## config.mk

```make
export PLATFORM = sky130hd
export DESIGN_NAME = high_speed_pwm_core
export DESIGN_NICKNAME = d
export VERILOG_FILES = /design/src/hspwm_pkg.sv /design/src/pwm_gen_if.sv /design/src/pwm_gen.sv /design/src/high_speed_pwm_core.sv
export SDC_FILE = /design/constraint.sdc
export NUM_CORES = 1
export LEC_CHECK = 0
export ABC_AREA = 0
export CAP_MARGIN = 20
export CORE_MARGIN = 5
export CORE_UTILIZATION = 25
export DETAILED_ROUTE_END_ITERATION = 10
export DONT_BUFFER_PORTS = 1
export GPL_ROUTABILITY_DRIVEN = 0
export GPL_TIMING_DRIVEN = 0
export PLACE_DENSITY_LB_ADDON = 0.3
export SETUP_SLACK_MARGIN = 0.02
export SYNTH_ARGS = -nofsm -noshare
export SYNTH_HDL_FRONTEND = slang
export SYNTH_SLANG_ARGS = --single-unit
export TNS_END_PERCENT = 20
```

## constraint.sdc

```tcl
create_clock -name clk_sys -period 6.95 [get_ports clk_sys]
set_input_delay 0.3475 -clock clk_sys [delete_from_list [all_inputs] [get_ports clk_sys]]
set_output_delay 0.3475 -clock clk_sys [all_outputs]
set_load 0.02 [all_outputs]
```

## src/hspwm_pkg.sv

```systemverilog
// ============================================================
// shared constants of the high speed pwm core
// ============================================================
package hspwm_pkg;

   // ============================================================
   // structure
   // ============================================================
   localparam int NGEN = 3;                   // pwm generators
   localparam int CW   = 16;                  // time base counter width
   localparam int NPIN = 2 * NGEN;            // high and low side output pins in total
   localparam int NSYN = 2 * NGEN + 2;        // synchronised pin inputs

   // ============================================================
   // synchroniser lane positions
   // ============================================================
   localparam int LANE_FLT  = 0;              // fault lanes 0..2
   localparam int LANE_CL   = NGEN;           // current limit lanes 3..5
   localparam int LANE_SAFE = 2 * NGEN;       // safety fault lane
   localparam int LANE_EXT  = 2 * NGEN + 1;   // external sync lane

   // ============================================================
   // timing
   // ============================================================
   localparam int RES_PS    = 8320;           // step at full core rate
   localparam int CORE_MIPS = 60;             // rate for that step
   localparam int CLK_NS    = 50;             // clk_sys period here
   localparam int PRE_W     = 8;              // prescaler counter width
   localparam int CHOP_W    = 8;              // chop divider width

   // ============================================================
   // reset values
   // ============================================================
   localparam logic          SAFE_LATCH_RST = 1'h1;    // latched at reset
   localparam logic [CW-1:0] CNT_RST        = 16'h0000;
   localparam logic [PRE_W-1:0]  PRE_RST    = 8'h00;
   localparam logic [CHOP_W-1:0] CHOP_RST   = 8'h00;
   localparam logic [NSYN-1:0]   SYN_RST    = 8'h00;
   localparam logic [NGEN-1:0]   OUT_RST    = 3'h0;

endpackage : hspwm_pkg

```

## src/pwm_gen_if.sv

```systemverilog
`timescale 1ns/1ps
`default_nettype none
// ============================================================
// settings into one generator and its raw waveforms back
// ============================================================
interface pwm_gen_if;
   logic [15:0] period;     // generator period
   logic [15:0] duty;       // active while counter below this
   logic [15:0] phase;      // counter load on master sync
   logic [15:0] trig_cmp;   // adc trigger point
   logic        center;     // center aligned counting
   logic        swap;       // exchange high and low pins
   logic        chop_en;    // gate outputs by chop clock
   logic        act_h;      // raw high side waveform
   logic        act_l;      // raw low side waveform
   logic        trig;       // adc trigger pulse

   modport core (output period, duty, phase, trig_cmp,
                 output center, swap, chop_en,
                 input  act_h, act_l, trig);
   modport gen  (input  period, duty, phase, trig_cmp,
                 input  center, swap, chop_en,
                 output act_h, act_l, trig);
endinterface : pwm_gen_if
`default_nettype wire

```

## src/pwm_gen.sv

```systemverilog
`timescale 1ns/1ps
`default_nettype none
// ============================================================
// one pwm generator: counter, shadows, swap, chop, trigger
// ============================================================
module pwm_gen (
   // clock and reset
   input  wire logic clk_sys,
   input  wire logic rst,
   // shared timing from the core
   input  wire logic tick,
   input  wire logic sync,
   input  wire logic chop_clk,
   // settings and waveforms
   pwm_gen_if.gen    gi
);
   logic [15:0] cnt_reg;    // generator counter
   logic [15:0] cnt_next;
   logic        dir_reg;    // 1 while counting down
   logic        dir_next;
   logic [15:0] per_reg;    // shadow period
   logic [15:0] duty_reg;   // shadow duty
   logic        trig_reg;   // registered trigger

   // ============================================================
   // period end detection
   // ============================================================
   wire ea_end = gi.center ? 1'b0 : (cnt_reg >= per_reg);
   wire up_end = gi.center & ~dir_reg & (cnt_reg >= per_reg);
   wire dn_end = gi.center & dir_reg & (cnt_reg == 16'h0000);
   wire wrap   = ea_end | dn_end;
   // shadows load at own period end and on every master sync
   wire load   = sync | (tick & wrap);
   wire go_dn  = up_end | (dir_reg & ~dn_end);

   // counter restarts at edge aligned period end, turns in center mode, phase load on master sync
   assign cnt_next = sync    ? gi.phase :
                     !tick   ? cnt_reg :
                     ea_end  ? 16'h0000 :
                     go_dn   ? cnt_reg - 16'h0001 :
                               cnt_reg + 16'h0001;
   assign dir_next = sync ? 1'b0 : !tick ? dir_reg :
                     up_end ? 1'b1 : dn_end ? 1'b0 : dir_reg;

   // ============================================================
   // waveform: active below duty, complementary low side
   // ============================================================
   wire act    = cnt_reg < duty_reg;
   // chop gates both pins, so the pair is never on together
   wire gate   = gi.chop_en ? chop_clk : 1'b1;
   wire wav_h  = act & gate;
   wire wav_l  = ~act & gate;
   assign gi.act_h = gi.swap ? wav_l : wav_h;
   assign gi.act_l = gi.swap ? wav_h : wav_l;
   assign gi.trig  = trig_reg;

   // counter state
   always_ff @(posedge clk_sys or posedge rst) begin
      if (rst) begin
         cnt_reg <= 16'h0000;
         dir_reg <= 1'b0;
      end else begin
         cnt_reg <= cnt_next;
         dir_reg <= dir_next;
      end
   end

   // shadows and trigger; trigger only on the up count
   always_ff @(posedge clk_sys or posedge rst) begin
      if (rst) begin
         per_reg  <= 16'h0000;
         duty_reg <= 16'h0000;
         trig_reg <= 1'b0;
      end else begin
         if (load) begin
            per_reg  <= gi.period;
            duty_reg <= gi.duty;
         end
         trig_reg <= tick & ~dir_reg & (cnt_reg == gi.trig_cmp);
      end
   end

   // ============================================================
   // checks
   // ============================================================
   AST_GEN_ALIGN: assert property (@(posedge clk_sys) disable iff (rst)
      sync |=> cnt_reg == $past(gi.phase))
      else $error("generator not aligned to master sync");
   AST_GEN_RESTART: assert property (@(posedge clk_sys) disable iff (rst)
      tick && !sync && !gi.center && cnt_reg >= per_reg |=> cnt_reg == 16'h0000)
      else $error("counter did not restart at period end");
   AST_GEN_TRIG: assert property (@(posedge clk_sys) disable iff (rst)
      tick && !dir_reg && cnt_reg == gi.trig_cmp |=> gi.trig ##1 !gi.trig)
      else $error("adc trigger not a single pulse at point");
   AST_GEN_SWAP: assert property (@(posedge clk_sys) disable iff (rst)
      gi.swap && !gi.chop_en |-> gi.act_h == (cnt_reg >= duty_reg))
      else $error("swap did not exchange waveforms");
   AST_GEN_CHOP: assert property (@(posedge clk_sys) disable iff (rst)
      gi.chop_en && !chop_clk |-> !gi.act_h && !gi.act_l)
      else $error("chop did not gate outputs");
   COV_GEN_CENTER: cover property (@(posedge clk_sys) disable iff (rst)
      gi.center && dn_end && tick);
endmodule : pwm_gen
`default_nettype wire

```

## src/high_speed_pwm_core.sv

```systemverilog
`timescale 1ns/1ps
`default_nettype none
// Notes on behaviour
// - three generators, each a high/low pin pair
// - master time base aligns all generators
// - enabled fault or limit forces safe outputs
// - per-generator adc trigger at programmed point
// - special event trigger from master time base
// - master time base follows external sync input
// - sync output pulses at master period end
// - one counter step per prescaled clock
// - each generator owns its period and duty
// - high and low pins may be exchanged
// - center aligned and chopped modes offered
// - selectable prescaler ahead of time base
// - safety fault latched at reset until cleared
module high_speed_pwm_core (
   // clock and reset
   input  wire logic                  clk_sys,
   input  wire logic                  rst,
   // time base settings
   input  wire logic [1:0]            pre_sel,
   input  wire logic [15:0]           master_period,
   input  wire logic [15:0]           sevt_cmp,
   input  wire logic                  ext_sync_en,
   // per generator settings
   input  wire logic [2:0][15:0]      gen_period,
   input  wire logic [2:0][15:0]      gen_duty,
   input  wire logic [2:0][15:0]      gen_phase,
   input  wire logic [2:0][15:0]      gen_trig_cmp,
   input  wire logic [2:0]            center_en,
   input  wire logic [2:0]            swap_en,
   input  wire logic [2:0]            chop_en,
   input  wire logic [7:0]            chop_div,
   // protection settings
   input  wire logic                  flt_mon_en,
   input  wire logic                  cl_mon_en,
   input  wire logic [1:0]            flt_dat,
   input  wire logic [1:0]            cl_dat,
   input  wire logic                  fault_clear,
   // pins in
   input  wire logic [2:0]            fault_in,
   input  wire logic [2:0]            climit_in,
   input  wire logic                  safety_fault_input,
   input  wire logic                  external_sync_input,
   // pins out
   output logic [2:0]                 high_side_output,
   output logic [2:0]                 low_side_output,
   output logic                       time_base_sync_output,
   // adc triggers
   output logic [2:0]                 adc_trigger,
   output logic                       special_event_trigger,
   // status
   output logic                       safety_latched
);

   // ============================================================
   // declarations
   // ============================================================
   // pin synchroniser stages
   logic [hspwm_pkg::NSYN-1:0]    syn1_reg;     // first stage
   logic [hspwm_pkg::NSYN-1:0]    syn2_reg;     // second stage
   logic                          ext_prev_reg; // edge history
   // prescaler
   logic [hspwm_pkg::PRE_W-1:0]   pre_cnt_reg;
   // master time base
   logic [15:0]                   mtb_cnt_reg;
   logic [15:0]                   mtb_cnt_next;
   logic                          sync_out_reg; // sync pin
   logic                          sevt_reg;     // special trigger
   // chop clock divider
   logic [hspwm_pkg::CHOP_W-1:0]  chop_cnt_reg;
   logic                          chop_clk_reg;
   // safety latch
   logic                          safe_lat_reg;
   logic                          safe_lat_next;
   // output pins
   logic [2:0]                    hi_reg;
   logic [2:0]                    lo_reg;
   logic [2:0]                    hi_next;
   logic [2:0]                    lo_next;
   logic [2:0]                    trg_reg;
   // generator results
   logic [2:0]                    raw_h;
   logic [2:0]                    raw_l;
   logic [2:0]                    raw_trig;

   // ============================================================
   // prescaler mask
   // ============================================================
   // the divide ratio is a power of two, so a mask compare is
   // cheaper than a loadable down counter
   function automatic logic [7:0] div_mask(input logic [1:0] sel);
      logic [7:0] m;
      m = 8'h00;
      case (sel)
         2'h0: m = 8'h00;    // divide by 1
         2'h1: m = 8'h01;    // divide by 2
         2'h2: m = 8'h03;    // divide by 4
         default: m = 8'h07; // divide by 8
      endcase
      return m;
   endfunction : div_mask

   // ============================================================
   // pin synchronisers
   // ============================================================
   // all lanes come from pins outside clk_sys
   wire [hspwm_pkg::NSYN-1:0] pins_in = {external_sync_input,
                                          safety_fault_input,
                                          climit_in,
                                          fault_in};

   // two flip-flops per lane, first stage read only by second
   always_ff @(posedge clk_sys or posedge rst) begin
      if (rst) begin
         syn1_reg     <= hspwm_pkg::SYN_RST;
         syn2_reg     <= hspwm_pkg::SYN_RST;
         ext_prev_reg <= 1'b0;
      end else begin
         syn1_reg     <= pins_in;
         syn2_reg     <= syn1_reg;
         ext_prev_reg <= syn2_reg[hspwm_pkg::LANE_EXT];
      end
   end

   // clean lanes
   wire [2:0] flt_s  = syn2_reg[hspwm_pkg::LANE_FLT +: 3];
   wire [2:0] cl_s   = syn2_reg[hspwm_pkg::LANE_CL +: 3];
   wire       safe_s = syn2_reg[hspwm_pkg::LANE_SAFE];
   wire       ext_s  = syn2_reg[hspwm_pkg::LANE_EXT];
   // rising edge of the external sync
   wire       ext_rise = ext_s & ~ext_prev_reg;

   // ============================================================
   // prescaler
   // ============================================================
   // tick is one clk_sys cycle wide; at divide by 1 it is always
   // high, giving one counter step per clock
   wire [7:0] pre_mask = div_mask(pre_sel);
   wire       tick     = (pre_cnt_reg & pre_mask) == pre_mask;

   // free running; only masked bits matter
   always_ff @(posedge clk_sys or posedge rst) begin
      if (rst) begin
         pre_cnt_reg <= hspwm_pkg::PRE_RST;
      end else begin
         pre_cnt_reg <= pre_cnt_reg + 8'h01;
      end
   end

   // ============================================================
   // master time base
   // ============================================================
   // an external sync restarts the base at once, so the period end
   // and the edge may coincide without a double restart
   wire mtb_end  = tick & (mtb_cnt_reg >= master_period);
   wire ext_hit  = ext_sync_en & ext_rise;
   wire mtb_wrap = mtb_end | ext_hit;

   assign mtb_cnt_next = mtb_wrap ? hspwm_pkg::CNT_RST :
                         tick     ? mtb_cnt_reg + 16'h0001 :
                                    mtb_cnt_reg;

   // special trigger point taken on the master count
   wire sevt_hit = tick & (mtb_cnt_reg == sevt_cmp);

   // base counter, sync pin and special trigger
   always_ff @(posedge clk_sys or posedge rst) begin
      if (rst) begin
         mtb_cnt_reg  <= hspwm_pkg::CNT_RST;
         sync_out_reg <= 1'b0;
         sevt_reg     <= 1'b0;
      end else begin
         mtb_cnt_reg  <= mtb_cnt_next;
         sync_out_reg <= mtb_wrap;
         sevt_reg     <= sevt_hit;
      end
   end

   // ============================================================
   // chop clock
   // ============================================================
   // toggles every chop_div+1 clocks; not tied to the time base
   // so chop edges drift against the pwm edges
   wire chop_end = chop_cnt_reg >= chop_div;

   always_ff @(posedge clk_sys or posedge rst) begin
      if (rst) begin
         chop_cnt_reg <= hspwm_pkg::CHOP_RST;
         chop_clk_reg <= 1'b0;
      end else if (chop_end) begin
         chop_cnt_reg <= hspwm_pkg::CHOP_RST;
         chop_clk_reg <= ~chop_clk_reg;
      end else begin
         chop_cnt_reg <= chop_cnt_reg + 8'h01;
      end
   end

   // ============================================================
   // generators
   // ============================================================
   // each generator has its own interface and settings
   for (genvar g = 0; g < hspwm_pkg::NGEN; g++) begin : gen_pwm
      pwm_gen_if gif ();
      // settings into the generator
      assign gif.period   = gen_period[g];
      assign gif.duty     = gen_duty[g];
      assign gif.phase    = gen_phase[g];
      assign gif.trig_cmp = gen_trig_cmp[g];
      assign gif.center   = center_en[g];
      assign gif.swap     = swap_en[g];
      assign gif.chop_en  = chop_en[g];
      // waveforms back
      assign raw_h[g]     = gif.act_h;
      assign raw_l[g]     = gif.act_l;
      assign raw_trig[g]  = gif.trig;

      pwm_gen u_gen (
         .clk_sys  (clk_sys),
         .rst      (rst),
         .tick     (tick),
         .sync     (mtb_wrap),
         .chop_clk (chop_clk_reg),
         .gi       (gif.gen)
      );
   end

   // ============================================================
   // safety fault latch
   // ============================================================
   // set while the pin is high; clear needs both the request and
   // a low pin, so an active pin always wins over the clear
   assign safe_lat_next = safe_s |
                          (safe_lat_reg & ~fault_clear);

   // ============================================================
   // output override
   // ============================================================
   // fault outranks current limit; safety latch counts as fault
   wire [2:0] flt_act = {3{safe_lat_reg}} |
                        ({3{flt_mon_en}} & flt_s);
   wire [2:0] cl_act  = {3{cl_mon_en}} & cl_s;

   assign hi_next = (flt_act & {3{flt_dat[1]}}) |
                    (~flt_act & cl_act & {3{cl_dat[1]}}) |
                    (~flt_act & ~cl_act & raw_h);
   assign lo_next = (flt_act & {3{flt_dat[0]}}) |
                    (~flt_act & cl_act & {3{cl_dat[0]}}) |
                    (~flt_act & ~cl_act & raw_l);

   // latch reset value is set, so power-up is fail safe
   always_ff @(posedge clk_sys or posedge rst) begin
      if (rst) begin
         safe_lat_reg <= hspwm_pkg::SAFE_LATCH_RST;
      end else begin
         safe_lat_reg <= safe_lat_next;
      end
   end

   // pins come from flip-flops to avoid glitches at the drivers
   always_ff @(posedge clk_sys or posedge rst) begin
      if (rst) begin
         hi_reg  <= hspwm_pkg::OUT_RST;
         lo_reg  <= hspwm_pkg::OUT_RST;
         trg_reg <= hspwm_pkg::OUT_RST;
      end else begin
         hi_reg  <= hi_next;
         lo_reg  <= lo_next;
         trg_reg <= raw_trig;
      end
   end

   // ============================================================
   // outputs
   // ============================================================
   assign high_side_output      = hi_reg;
   assign low_side_output       = lo_reg;
   assign time_base_sync_output = sync_out_reg;
   assign adc_trigger           = trg_reg;
   assign special_event_trigger = sevt_reg;
   assign safety_latched        = safe_lat_reg;

   // ============================================================
   // checks
   // ============================================================
   AST_SAFE_HOLD: assert property (@(posedge clk_sys) disable iff (rst)
      safe_lat_reg && !fault_clear |=> safe_lat_reg)
      else $error("safety latch dropped without clear");
   AST_SAFE_STATE: assert property (@(posedge clk_sys) disable iff (rst)
      safe_lat_reg |=> high_side_output == {3{$past(flt_dat[1])}}
                    && low_side_output == {3{$past(flt_dat[0])}})
      else $error("outputs not in fault state");
   AST_PAIR_OFF: assert property (@(posedge clk_sys) disable iff (rst)
      (flt_act | cl_act) == 3'h0 |=> (high_side_output & low_side_output) == 3'h0)
      else $error("both pins of a pair driven");
   AST_SYNC_OUT: assert property (@(posedge clk_sys) disable iff (rst)
      mtb_end |=> time_base_sync_output && mtb_cnt_reg == 16'h0000)
      else $error("sync output missing at period end");
   AST_SEVT: assert property (@(posedge clk_sys) disable iff (rst)
      tick && mtb_cnt_reg == sevt_cmp |=> special_event_trigger)
      else $error("special event trigger missing");
   AST_EXT_SYNC: assert property (@(posedge clk_sys) disable iff (rst)
      $rose(ext_s) && ext_sync_en |=> mtb_cnt_reg == 16'h0000)
      else $error("external sync did not restart base");
   AST_PRESCALE: assert property (@(posedge clk_sys) disable iff (rst)
      pre_sel == 2'h1 && tick ##1 pre_sel == 2'h1 |-> !tick ##1 tick)
      else $error("divide by two tick spacing wrong");
   AST_FULL_RATE: assert property (@(posedge clk_sys) disable iff (rst)
      pre_sel == 2'h0 && !mtb_wrap |=> mtb_cnt_reg == $past(mtb_cnt_reg) + 16'h0001)
      else $error("no step every clock at divide by one");

   COV_FAULT_CLR: cover property (@(posedge clk_sys) disable iff (rst)
      $fell(safe_lat_reg));
   COV_EXT_SYNC:  cover property (@(posedge clk_sys) disable iff (rst)
      ext_hit);
   COV_CL_ONLY:   cover property (@(posedge clk_sys) disable iff (rst)
      cl_act != 3'h0 && flt_act == 3'h0);

endmodule : high_speed_pwm_core
`default_nettype wire

```

Yosys cells after proc, flatten, opt, wreduce, memory -nomap -nowiden
Cells that the tools add are included.
{"block": "totals", "mem_bits_ro": 0, "elab_cells": 179, "ramBits": 0, "reg_bits": 212, "latch_bits": 0, "input_bits": 261, "mem_count": 0}
{"block": "op_classes", "div_mod_pow": 0, "eq_ne": 7, "n_bitwise": 76, "add_sub_neg": 9, "n_lt_le_gt_ge": 8, "muxes": 40, "n_reduce_logical": 11, "mul": 0, "shifts": 0}
{"operator": "2-to-1 mux 16 bit", "n": 14}
{"operator": "adder 16 x 1 -> 16 bit, second input constant", "n": 4}
{"operator": "== test 16 bit", "n": 4}
{"operator": ">= comparator 16 bit", "n": 4}
{"operator": "zero test 16 bit", "n": 3}
{"operator": "less-than comparator 16 bit", "n": 3}
{"operator": "subtractor 16 x 1 -> 16 bit, second input constant", "n": 3}
{"operator": "bitwise AND 1 bit", "n": 35}
{"operator": "bitwise AND 3 bit", "n": 10}
{"operator": "2-to-1 mux 1 bit", "n": 24}
{"operator": "adder 8 x 1 -> 8 bit, second input constant", "n": 2}
{"operator": "bitwise OR 3 bit", "n": 5}
{"operator": "NOT 1 bit", "n": 12}
{"operator": "bitwise OR 1 bit", "n": 11}
{"operator": "one-hot mux 3 bit (3 select lines)", "n": 1}
{"operator": "nonzero test 3 bit", "n": 3}
{"operator": "bitwise AND 8 bit", "n": 1}
{"operator": "== test 8 bit", "n": 1}
{"operator": ">= comparator 8 bit", "n": 1}
{"operator": "2-to-1 mux 8 bit", "n": 1}
{"operator": "NOT 3 bit", "n": 2}
{"operator": "AND reduction 2 bit", "n": 3}
{"operator": "== test 2 x 1 -> 1 bit, second input constant", "n": 1}
{"operator": "== test 2 bit, second input constant", "n": 1}
{"operator": "other kinds (2)", "n": 2}

Logic depth before layout (Yosys ltp)
Gate-level depths: netlist of the first run.
{"block": "depth", "word_depth": 9, "ltp_mapped": 16}

Modules after synthesis
A second synthesis of the first run with hierarchy kept.
{"block": "hier_totals", "hier_cells": 1401, "area_unflattened_um2": 14137.3}
{"mod": "pwm_gen (gen_pwm[0].u_gen)", "seq_area_each_um2": 1251.2, "cells_per_inst": 390, "n_inst": 1, "area_each_um2": 3706.1}
{"mod": "pwm_gen (gen_pwm[1].u_gen)", "seq_area_each_um2": 1251.2, "cells_per_inst": 353, "n_inst": 1, "area_each_um2": 3671.0}
{"mod": "pwm_gen (gen_pwm[2].u_gen)", "seq_area_each_um2": 1251.2, "cells_per_inst": 354, "n_inst": 1, "area_each_um2": 3657.3}
{"mod": "high_speed_pwm_core", "seq_area_each_um2": 1427.6, "cells_per_inst": 304, "n_inst": 1, "area_each_um2": 3103.0}

Worst setup path before layout of the first run
OpenSTA, ideal clock, no wires.
{"block": "synth_timing", "path_kind": "register to register", "start": "register gen_pwm[2].u_gen.cnt_reg[11]", "end": "register gen_pwm[2].u_gen.cnt_reg[15]", "setup_slack_ps": 2051, "n_path_buf": 0, "setup_time_ps": 126, "synth_period_minus_slack_ps": 4899, "t_arrival_ps": 4773, "path_stages_with_launch": 16, "cell_sequence": "dfrtp_1 > ha_1 > nand2_1 > or2_0 > nor4_1 > nor4b_2 > o32ai_1 > ha_1 > a21oi_1 > nand3_1 > a41oi_1 > o211ai_1 > a41oi_1 > xor2_1 > a21o_1 > a221o_1"}
{"block": "synth_between", "elab_chain_cells": 9, "elab_cells_between_ends": 14, "classes_between": "add/sub (2); order compare (1); mux (5); bitwise (5); reduce/logical (1)"}
{"element": "start, declared", "line": "pwm_gen.sv:17", "source": "logic [15:0] cnt_reg;"}
{"element": "start signal, assigned", "line": "pwm_gen.sv:63", "source": "cnt_reg <= cnt_next;"}
{"element": "branches (longest 6 deep; another with >= comparator 16 bit)"}
{"element": "2-to-1 mux 16 bit (*)", "line": "pwm_gen.sv:39", "source": "ea_end ? 16'h0000 :"}
{"element": "2-to-1 mux 16 bit (*)", "line": "pwm_gen.sv:38", "source": "!tick ? cnt_reg :"}
{"element": "2-to-1 mux 16 bit (*)", "line": "pwm_gen.sv:37", "source": "assign cnt_next = sync ? gi.phase :"}
Every way passes the cells marked *. The select of a mux whose other input is x is not followed.
A chain may end at the register's enable or synchronous reset.

Worst setup path after layout of the first run
{"block": "layout_timing", "start": "register gen_pwm[0].u_gen.cnt_reg[0]", "end": "register gen_pwm[0].u_gen.cnt_reg[12]"}
{"block": "layout_between", "elab_chain_cells": 9, "elab_cells_between_ends": 14, "classes_between": "add/sub (2); order compare (1); mux (5); bitwise (5); reduce/logical (1)"}
{"element": "start, declared", "line": "pwm_gen.sv:17"}
{"element": "start signal, assigned", "line": "pwm_gen.sv:63"}
{"element": "branches (longest 6 deep; another with >= comparator 16 bit)"}
{"element": "2-to-1 mux 16 bit (*)", "line": "pwm_gen.sv:39"}
{"element": "2-to-1 mux 16 bit (*)", "line": "pwm_gen.sv:38"}
{"element": "2-to-1 mux 16 bit (*)", "line": "pwm_gen.sv:37"}
Marks and branches as above.

==> reports/metrics.cfg, run 1 <==
[logic_synthesis]
ys_ff_latch = 207
syn-num-nets = 1857
async_reset_ff_share_pct = 100
yosysWarnings = 0
ys_seq_area_share_pct = 36.1
netlist_area_um2 = 14400
syn_avg_cell_area_um2 = 10.1
ys.flop_type = dfrtp_1
synthCells = 1425
synth_cell_types = 80
synth-edff-count = 0

[clocking]
cts_buffer_depth = 3
cts_root_buffer = clkbuf_16
cts_buffers = 28
clk_latency_ns = 0.57
cts_sinks = 207
cts_max_level = 1
cts.repair.resized = 0
cts_tree = built
path_clk_slew_ns = 0.06

[pwr]
leakage_nw = 8.40
ir_worst_vdd_v = 0.000226
power_w = 0.00951
cellPowerDensity_nw_per_um2 = 525

[sta]
fmax_ghz = 0.196
setup-tns-final_ns = 0
finClkSkew_ns = 0.0288
min_period_ns = 5.11
worstMarginPinSlew_ns = 0.919
hold_violations = 0
drv_slew = 0
setup_viol = 0
fin_crit_sh_pct = 73.5
relSlewSlack_pct = 38.7
rsz0062_at_grt = false

[layout]
final_util_pct = 32.0
fin_nets = 2063
final_common_cell = dfrtp_1
syn_to_final_growth_pct = 26.3
final_cell_mix = 206 x dfrtp_1, 171 x dlygate4sd3_1, 168 x ha_1
stdcell_count = 2413
drive_gt1_share_pct = 9.81
finish.instance_area_um2 = 18100

[setup_path]
path_class = flip-flop to flip-flop
cpMaxStageDelayCell = fa_1
required_ns = 7.45
path_cells = inv_1 > ha_1 > nand2b_1 > a2111oi_0 > o32ai_1 > o2111ai_1 > nand3_1 > fa_1 > nand3_1 > nand2_1 > a31oi_1 > a2bb2oi_1 > a21oi_1 > o41ai_1 > o21ai_0 > a21oi_1
cp_top_family = compound AO/OA/AOI/OAI gates
critPathLaunchType = flip-flop
critPathMaxStageDelay_ns = 0.72
path_buf_inv = 1
worstSetupEndpointType = flip-flop
critical_path_arrival_ns = 5.61
cp_max_fo = 18

[global_route]
grt_pass1_vias = 12178
grt_pass1_wl_mm = 72.4
antenna_found_initial = 8
grt_overflow = 0
grt_max_degree = 97
grt_usage_pct = 14.7

[die]
io-pin-count = 273
coreArea_um2 = 56600
fp.dieW_um = 250
die_y_um = 250
fp-row-count = 87
start_util_pct = 25.4
die_area_um2 = 62300

[routing]
viasPerCell = 4.79
detail_route.wirelength_mm = 47.8
drc = 0
ant_nets = 0
firstDrtPassIters = 5
vias = 11557
drtIter0Drc = 630
wire_per_inst_um = 19.8

[placement]
portBuffers = 0
dp_hpwl_mm = 36.5
placedCellCount = 2186
placedInstanceArea_um2 = 15400

[run]
drv_cap = 0

[worst_hold_path]
hold_path.class = input port to flip-flop

[run_status]
outcome = finished, final reports clean

==> metrics by stage <==
step,setup WS [ns],hold WS [ns]
2_1_floorplan,0.952,0.331
3_3_place_gp,-2.05,0.334
3_5_place_dp,1.96,0.200
4_1_cts,1.91,0.00987
5_1_grt,1.41,0.0400
6_report,1.84,0.0546
==> cell usage after synthesis, drive strengths merged (7+ instances only) <==
| library cell | number | share of area [%] |
|---|---|---|
| nor2b | 8 | 0.35 |
| a211oi | 9 | 0.47 |
| clkbuf | 17 | 0.44 |
| nor3 | 32 | 1.2 |
| a21o | 50 | 2.6 |
| nand3 | 46 | 1.6 |
| nor2 | 136 | 3.6 |
| a221oi | 40 | 2.4 |
| nor4 | 26 | 1.4 |
| ha | 168 | 15 |
| mux2 | 96 | 8.3 |
| o21a | 10 | 0.52 |
| a211o | 7 | 0.43 |
| xor2 | 72 | 4.4 |
| o211ai | 8 | 0.42 |
| nand2 | 46 | 1.2 |
| dfrtp | 206 | 36 |
| nand2b | 11 | 0.53 |
| xnor2 | 52 | 3.2 |
| o21ai | 46 | 1.8 |
| nand4 | 25 | 1.1 |
| and3 | 11 | 0.48 |
| buf | 20 | 1.4 |
| or2 | 7 | 0.34 |
| a21oi | 64 | 2.3 |
| inv | 136 | 3.6 |
==> report_power, final <==
part / switching (W) / total (W) / internal (W)
sequential: 0.000708 / 0.00242 / 0.00171
clock: 0.000582 / 0.00159 / 0.00101
combinational: 0.00284 / 0.00550 / 0.00267
total: 0.00413 / 0.00951 / 0.00539
==> layer usage <==
layer / routed length (um) / GRT usage (%)
met1: 21200 / 19.0
met2: 22900 / 25.5
met3: 2890 / 3.47
met4: 759 / 2.81
met5: 42 / 0
==> final timing paths <==
check                                            start                           end  slack (ns)  cells past startpoint
setup / recovery           gen_pwm[0].u_gen.cnt_reg[0]  gen_pwm[0].u_gen.cnt_reg[12]        1.84                     16
hold / removal                            center_en[0]      gen_pwm[0].u_gen.dir_reg        0.05                      3
setup reg to reg           gen_pwm[0].u_gen.cnt_reg[0]  gen_pwm[0].u_gen.cnt_reg[12]        1.84                     16
hold reg to reg                            syn1_reg[6]                   syn2_reg[6]        0.35                      0
max in group asynchronous                          rst                safety_latched        5.47                      4
min in group asynchronous                          rst  gen_pwm[2].u_gen.duty_reg[0]        0.28                      2
==> area by class of cell <==
cell class / instances / area (um^2)
Buffer: 37 / 267
Clock buffer: 37 / 786
Multi-Input combinational cell: 1045 / 8400
Tap cell: 756 / 946
Fill cell: 5805 / 38500
Timing Repair Buffer: 176 / 1800
Antenna cell: 6 / 15.0
Inverter: 136 / 518
Clock inverter: 13 / 215
Sequential cell: 207 / 5180
==> kinds of logic (layout without fill, tap and decap cells) <==
kind of cell    count (synthesis)  in the layout  synth area share [%]
xor+xnor                      124            124                  7.57
compound gates                279            279                  14.3
simple gates                  374            374                  13.2
mux                            97             97                  8.39
buf+inv                       173            399                  5.41
flops                         207            207                  36.1
fa+ha+maj                     171            171                  15.1
other cells                     0              6                     0
==> worst reg2reg max path, stage by stage (launching register included) <==
cell	delay (ns)
dfrtp_1	0.53
inv_1	0.13
ha_1	0.28
nand2b_1	0.14
a2111oi_0	0.52
o32ai_1	0.23
o2111ai_1	0.21
nand3_1	0.68
fa_1	0.73
nand3_1	0.09
nand2_1	0.08
a31oi_1	0.27
a2bb2oi_1	0.31
a21oi_1	0.21
o41ai_1	0.28
o21ai_0	0.20
a21oi_1	0.15
==> what timing repair did <==
item                                   CTS  global route
hold buffers                           171             0
setup endpoints to repair                0             0
endpoints found under the hold margin  204             0
setup buffers                            0             0
No activity file was read; power rests on OpenSTA's default activity.
==> inputs of run 2 (changes only) <==
==> constraint.sdc (replaced) <==
create_clock -name clk_sys -period 5.1 [get_ports clk_sys]
set_input_delay 0.255 -clock clk_sys [delete_from_list [all_inputs] [get_ports clk_sys]]
set_output_delay 0.255 -clock clk_sys [all_outputs]
set_load 0.02 [all_outputs]
==> reports/metrics.cfg, run 2 (synthesized netlist as in run 1, its figures left out) <==
[run_status]
outcome = finished, final reports clean  ; unchanged

[sta]
drv_slew = 0  ; unchanged
worstMarginPinSlew_ns = 0.854  ; was 0.919 ns
fin_crit_sh_pct = 92.5  ; was 73.5%
hold_violations = 0  ; unchanged
layout_setup_ws_ns = 0.383  ; was 1.84 ns
min_period_ns = 4.72  ; was 5.11 ns
fmax_ghz = 0.212  ; was 0.196 GHz
relSlewSlack_pct = 43.1  ; was 38.7%
finClkSkew_ns = 0.0149  ; was 0.0288 ns
setup_viol = 0  ; unchanged

[placement]
dp_hpwl_mm = 37.1  ; was 36.5 mm
portBuffers = 0  ; unchanged
placedCellCount = 2190  ; was 2186
dp_slack_ns = 0.0503  ; was 1.96 ns

[pwr]
leakage_nw = 8.43  ; was 8.40 nW
comb_power_share_pct = 58.3  ; was 57.8%
power_frac_seq_pct = 25.6  ; was 25.4%
ir_worst_vdd_v = 0.000304  ; was 0.000226 V
power_w = 0.0129  ; was 0.00951 W
switching_power_w = 0.00563  ; was 0.00413 W
switching_share_pct = 43.7  ; was 43.4%
internal_power_w = 0.00725  ; was 0.00539 W
clkPwrFrac_pct = 16.1  ; was 16.7%
cellPowerDensity_nw_per_um2 = 707  ; was 525 nW/um^2

[die]
start_util_pct = 25.4  ; unchanged
coreArea_um2 = 56600  ; unchanged
die_area_um2 = 62300  ; unchanged
fp.dieW_um = 250  ; unchanged
fp-row-count = 87  ; unchanged
io-pin-count = 273  ; unchanged
die_y_um = 250  ; unchanged

[run]
drv_cap = 0  ; unchanged

[layout]
fin_nets = 2072  ; was 2063
final_cell_mix = 205 x dfrtp_1, 176 x dlygate4sd3_1, 168 x ha_1  ; was 206 x dfrtp_1, 171 x dlygate4sd3_1, 168 x ha_1
ff_latch_area_um2 = 5180  ; about the same
multi_input_area_um2 = 8420  ; was 8400 um^2
final_common_cell = dfrtp_1  ; unchanged
num-fill-cells = 5833  ; was 5805
stdcell_count = 2422  ; was 2413
syn_to_final_growth_pct = 27.1  ; was 26.3%
drive_gt1_share_pct = 10.3  ; was 9.81%

[global_route]
antenna_found_initial = 8  ; unchanged
grt_usage_pct = 14.8  ; was 14.7%
grt_pass1_vias = 12160  ; was 12178
grt_overflow = 0  ; unchanged
grt_pass1_wl_mm = 72.8  ; was 72.4 mm
grt_max_degree = 42  ; was 97

[worst_hold_path]
hold_path.class = input port to flip-flop  ; unchanged
min_path_cells = 2  ; was 3
hold-path-endpoint = low_side_output[0]  ; was gen_pwm[0].u_gen.dir_reg
hp-start = flt_mon_en  ; was center_en[0]

[setup_path]
path_class = flip-flop to flip-flop  ; unchanged
r2r_start = gen_pwm[0].u_gen.cnt_reg[0]  ; unchanged
r2r_end = gen_pwm[0].u_gen.cnt_reg[12]  ; unchanged
worstSetupEndpointType = flip-flop  ; unchanged
required_ns = 5.59  ; was 7.45 ns
reg2regPathDepth = 16  ; unchanged
critical_path_arrival_ns = 5.21  ; was 5.61 ns
reg2reg_slack_ns = 0.38  ; was 1.84 ns
critPathLaunchType = flip-flop  ; unchanged
cp_max_fo = 18  ; unchanged

[routing]
detail_route.wirelength_mm = 47.9  ; was 47.8 mm
viasPerCell = 4.74  ; was 4.79
drc = 0  ; unchanged
drtIter0Drc = 446  ; was 630
wire_per_inst_um = 19.8  ; about the same
ant_nets = 0  ; unchanged
firstDrtPassIters = 5  ; unchanged
vias = 11489  ; was 11557

[clocking]
cts_setup_buffers = 0  ; unchanged
cts_max_level = 1  ; unchanged
cts_sinks = 207  ; unchanged
cts_root_buffer = clkbuf_16  ; unchanged
cts_buffers = 28  ; unchanged
cts_tree = built  ; unchanged
cts_buffer_depth = 3  ; unchanged
clk_latency_ns = 0.57  ; about the same
path_clk_slew_ns = 0.07  ; was 0.06 ns

[run 2: cell types whose count changed in the layout (fill, tap and decap cells not counted), moves of 2 or more]
cell and delta:
buf_12 +5, clkinvlp_4 +5, dlygate4sd3_1 +5, bufinv_16 -3, clkbuf_1 -3, clkbuf_8 +3, clkinv_2 -2
[run 2: worst max-delay path by stage]
stage | cells past startpoint | slack, ns | end | start
6_report | 16 | 0.38 | gen_pwm[0].u_gen.cnt_reg[12] | gen_pwm[0].u_gen.cnt_reg[0]
4_1_cts | 17 | 0.25 | gen_pwm[2].u_gen.cnt_reg[15] | gen_pwm[2].u_gen.cnt_reg[0]
2_1_floorplan | 15 | 0.20 | gen_pwm[2].u_gen.cnt_reg[15] | gen_pwm[2].u_gen.cnt_reg[11]
3_5_place_dp | 16 | 0.05 | gen_pwm[0].u_gen.cnt_reg[12] | gen_pwm[0].u_gen.cnt_reg[0]
3_3_place_gp | 15 | -0.84 | gen_pwm[2].u_gen.cnt_reg[15] | gen_pwm[2].u_gen.cnt_reg[11]
5_1_grt | 16 | -0.009 | gen_pwm[0].u_gen.cnt_reg[12] | gen_pwm[0].u_gen.cnt_reg[0]
[run 2: worst max-delay path: stages (launching register included)]
cell and delay, ns:
dfrtp_1 0.54, inv_1 0.14, ha_1 0.29, nand2b_1 0.14, a2111oi_0 0.55, o32ai_1 0.24, o2111ai_1 0.34, nand3_4 0.30
fa_1 0.49, nand3_1 0.08, nand2_1 0.09, a31oi_1 0.30, a2bb2oi_1 0.30, a21oi_1 0.20, o41ai_1 0.27, o21ai_0 0.21
a21oi_1 0.17
[run 2: what timing repair did]
item	in CTS	in global routing
endpoints found under the hold margin	244	0
hold buffers	176	0
endpoints found under the setup margin	2	4
pin swaps	0	1
resized for setup	1	3
[run 2: final cells by class]
class / instances / area share [%]
multi-input cells: 1045 / 46.2
well taps: 756 / 5.19
clock inverters: 13 / 0.844
clock buffers: 37 / 4.47
inverters: 136 / 2.82
diodes: 6 / 0.0823
repair buffers: 185 / 10.5
plain buffers: 37 / 1.46
flip-flops and latches: 207 / 28.4
[run 2: per-layer routing]
metal	share of wire, %	wire length, um	GRT usage [%]	up-vias
li1	-	-	-	5572
met5	0.044	21	0	-
met2	47	22700	25.3	290
met1	45	21400	19.3	5565
met4	1.6	786	2.90	4
met3	6.2	2980	3.49	58
[run 2: metrics by stage]
stage          setup TNS [ns]  instance area [um^2]  utilization (%)  hold WS [ns]
3_3_place_gp            -3.89                 15300             27.0         0.287
2_1_floorplan               0                 14400                -         0.286
6_report                    0                 18200             32.2        0.0711
3_5_place_dp                0                 15500             27.3         0.190
4_1_cts                     0                 18200             32.2        0.0219
5_1_grt              -0.00922                 18200             32.2        0.0615
[run 2: power by group through the flow]
| stage | Clock [W] | Combinational [W] | Sequential [W] |
|---|---|---|---|
| after floorplan | 0 | 0.00595 | 0.00287 |
| after global placement | 0 | 0.00705 | 0.00331 |
| after detailed placement | 0 | 0.00732 | 0.00333 |
| after CTS | 0.00215 | 0.00751 | 0.00330 |
| after global routing | 0.00221 | 0.00849 | 0.00339 |
| final | 0.00207 | 0.00752 | 0.00330 |
==> inputs of run 3 (changes only) <==
--- a/config.mk
+++ b/config.mk
@@ -7,8 +7,8 @@
 export LEC_CHECK = 0
 export ABC_AREA = 0
 export CAP_MARGIN = 20
-export CORE_MARGIN = 5
-export CORE_UTILIZATION = 25
+export CORE_UTILIZATION = 35
+export CTS_BUF_LIST = sky130_fd_sc_hd__clkbuf_8
 export DETAILED_ROUTE_END_ITERATION = 10
 export DONT_BUFFER_PORTS = 1
 export GPL_ROUTABILITY_DRIVEN = 0
==> reports/metrics.cfg, run 3 (synthesized netlist as in run 1, its figures left out) <==
[sta]
setup_viol = 0  ; unchanged
fmax_ghz = 0.214  ; was 0.212 GHz
rsz0062_at_grt = false
hold_violations = 0  ; unchanged
finClkSkew_ns = 0.0184  ; was 0.0149 ns
worstMarginPinSlew_ns = 1.06  ; was 0.854 ns
drv_slew = 0  ; unchanged
layout_setup_ws_ns = 0.428  ; was 0.383 ns
setup-tns-final_ns = 0  ; unchanged
min_period_ns = 4.67  ; was 4.72 ns
fin_crit_sh_pct = 91.6  ; was 92.5%
relSlewSlack_pct = 29.3  ; was 43.1%

[setup_path]
critical_path_arrival_ns = 5.19  ; was 5.21 ns
r2r_start = gen_pwm[0].u_gen.cnt_reg[0]  ; unchanged
critPathMaxStageDelay_ns = 0.58  ; was 0.55 ns
required_ns = 5.62  ; was 5.59 ns
reg2reg_slack_ns = 0.43  ; was 0.38 ns
path_depth = 16  ; unchanged
cpMaxStageDelayCell = fa_1  ; was a2111oi_0
path_cells = inv_1 > ha_1 > nand2b_1 > a2111oi_0 > o32ai_1 > o2111ai_1 > nand3_2 > fa_1 > nand3_1 > nand2_1 > a31oi_1 > a2bb2oi_1 > a21oi_1 > o41ai_1 > o21ai_0 > a21oi_1  ; was inv_1 > ha_1 > nand2b_1 > a2111oi_0 > o32ai_1 > o2111ai_1 > nand3_4 > fa_1 > nand3_1 > nand2_1 > a31oi_1 > a2bb2oi_1 > a21oi_1 > o41ai_1 > o21ai_0 > a21oi_1
r2r_end = gen_pwm[0].u_gen.cnt_reg[12]  ; unchanged
reg2regPathDepth = 16  ; unchanged
startpoint = gen_pwm[0].u_gen.cnt_reg[0]  ; unchanged
path_class = flip-flop to flip-flop  ; unchanged
cp_max_fo = 18  ; unchanged
worstSetupEndpointType = flip-flop  ; unchanged
cpMostUsedCell = a21oi_1  ; unchanged
path_buf_inv = 1  ; unchanged
endpoint = gen_pwm[0].u_gen.cnt_reg[12]  ; unchanged
cp_top_family = compound AO/OA/AOI/OAI gates  ; unchanged
critPathLaunchType = flip-flop  ; unchanged

[clocking]
cts_setup_buffers = 0  ; unchanged
clk_latency_ns = 0.59  ; was 0.57 ns
cts_tree = built  ; unchanged
cts_buffers = 41  ; was 28
path_clk_slew_ns = 0.06  ; was 0.07 ns
cts_max_level = 2  ; was 1
cts_root_buffer = clkbuf_8  ; was clkbuf_16
cts_buffer_depth = 3  ; unchanged
cts_sinks = 207  ; unchanged

[run_status]
outcome = finished, final reports clean  ; unchanged

[pwr]
ir_worst_vdd_v = 0.000409  ; was 0.000304 V
cellPowerDensity_nw_per_um2 = 704  ; was 707 nW/um^2
leakage_nw = 8.46  ; was 8.43 nW
power_w = 0.0126  ; was 0.0129 W

[routing]
drtIter0Drc = 731  ; was 446
firstDrtPassIters = 5  ; unchanged
vias = 11681  ; was 11489
drc = 0  ; unchanged
wire_per_inst_um = 19.4  ; was 19.8 um
ant_nets = 0  ; unchanged
viasPerCell = 5.27  ; was 4.74
detail_route.wirelength_mm = 42.9  ; was 47.9 mm

[die]
die_y_um = 204  ; was 250 um
coreArea_um2 = 40100  ; was 56600 um^2
io-pin-count = 273  ; unchanged
fp-row-count = 73  ; was 87
die_area_um2 = 41800  ; was 62300 um^2
fp.dieW_um = 204  ; was 250 um
start_util_pct = 35.8  ; was 25.4%

[global_route]
grt_max_degree = 37  ; was 42
grt_pass1_wl_mm = 67.1  ; was 72.8 mm
antenna_found_initial = 7  ; was 8
grt_usage_pct = 20.9  ; was 14.8%
grt_pass1_vias = 12112  ; was 12160
grt_overflow = 0  ; unchanged

[placement]
portBuffers = 0  ; unchanged
placedInstanceArea_um2 = 15200  ; was 15500 um^2
dp_hpwl_mm = 32.2  ; was 37.1 mm
dp_slack_ns = 0.194  ; was 0.0503 ns

[layout]
fin_nets = 2087  ; was 2072
finish.instance_area_um2 = 17900  ; was 18200 um^2
drive_gt1_share_pct = 10.6  ; was 10.3%
final_cell_mix = 206 x dfrtp_1, 179 x dlygate4sd3_1, 168 x ha_1  ; was 205 x dfrtp_1, 176 x dlygate4sd3_1, 168 x ha_1
final_common_cell = dfrtp_1  ; unchanged
final_util_pct = 44.5  ; was 32.2%
syn_to_final_growth_pct = 24.4  ; was 27.1%

[run]
drv_cap = 0  ; unchanged

[worst_hold_path]
hp-start = flt_mon_en  ; unchanged
hold_path.class = input port to flip-flop  ; unchanged

==> run 3: repair_timing <==
item	4_1_cts	5_1_grt
endpoints found under the setup margin	0	10
gates resized for setup	0	5
hold endpoints to repair	245	0
hold buffers	179	0
==> run 3: metrics by stage <==
stage,hold WS (ns),cells
4_1_cts,0.00169,2209
2_1_floorplan,0.286,1425
5_1_grt,0.0452,2215
3_5_place_dp,0.122,1958
3_3_place_gp,0.286,1950
6_report,0.0861,2216
==> run 3: per-layer routing <==
metal	share of wire [%]	GRT usage [%]
met5	0	0
met4	2.6	7.01
met3	6.6	5.37
met2	47	34.6
met1	44	26.2
==> run 3: layout make-up <==
type / instances / area [um^2]
Clock buffer: 50 / 688
Inverter: 136 / 514
Buffer: 37 / 267
Timing Repair Buffer: 187 / 1930
Multi-Input combinational cell: 1045 / 8420
Fill cell: 3780 / 22200
Clock inverter: 22 / 170
Tap cell: 525 / 657
Sequential cell: 207 / 5180
Antenna cell: 7 / 17.5
==> run 3: worst min path at each step <==
stage | end | slack [ns] | cells after the start
after floorplan | syn1_reg[0] | 0.29 | 0
after global placement | syn1_reg[6] | 0.29 | 0
after detailed placement | chop_cnt_reg[4] | 0.12 | 1
after CTS | low_side_output[1] | 0.002 | 2
after global routing | low_side_output[1] | 0.05 | 2
final | low_side_output[1] | 0.09 | 2
==> run 3: worst register-to-register path, stage by stage, from the launching register on <==
cell	delay, ns
dfrtp_1	0.54
inv_1	0.14
ha_1	0.28
nand2b_1	0.15
a2111oi_0	0.43
o32ai_1	0.21
o2111ai_1	0.24
nand3_2	0.44
fa_1	0.59
nand3_1	0.08
nand2_1	0.09
a31oi_1	0.26
a2bb2oi_1	0.31
a21oi_1	0.21
o41ai_1	0.30
o21ai_0	0.19
a21oi_1	0.15
==> run 3: where the power goes <==
part	switching, W	internal, W	leakage (nW)
combinational	0.00387	0.00367	5.47
clock	0.000765	0.00103	0.491
sequential	0.000905	0.00234	2.49
total	0.00554	0.00704	8.46
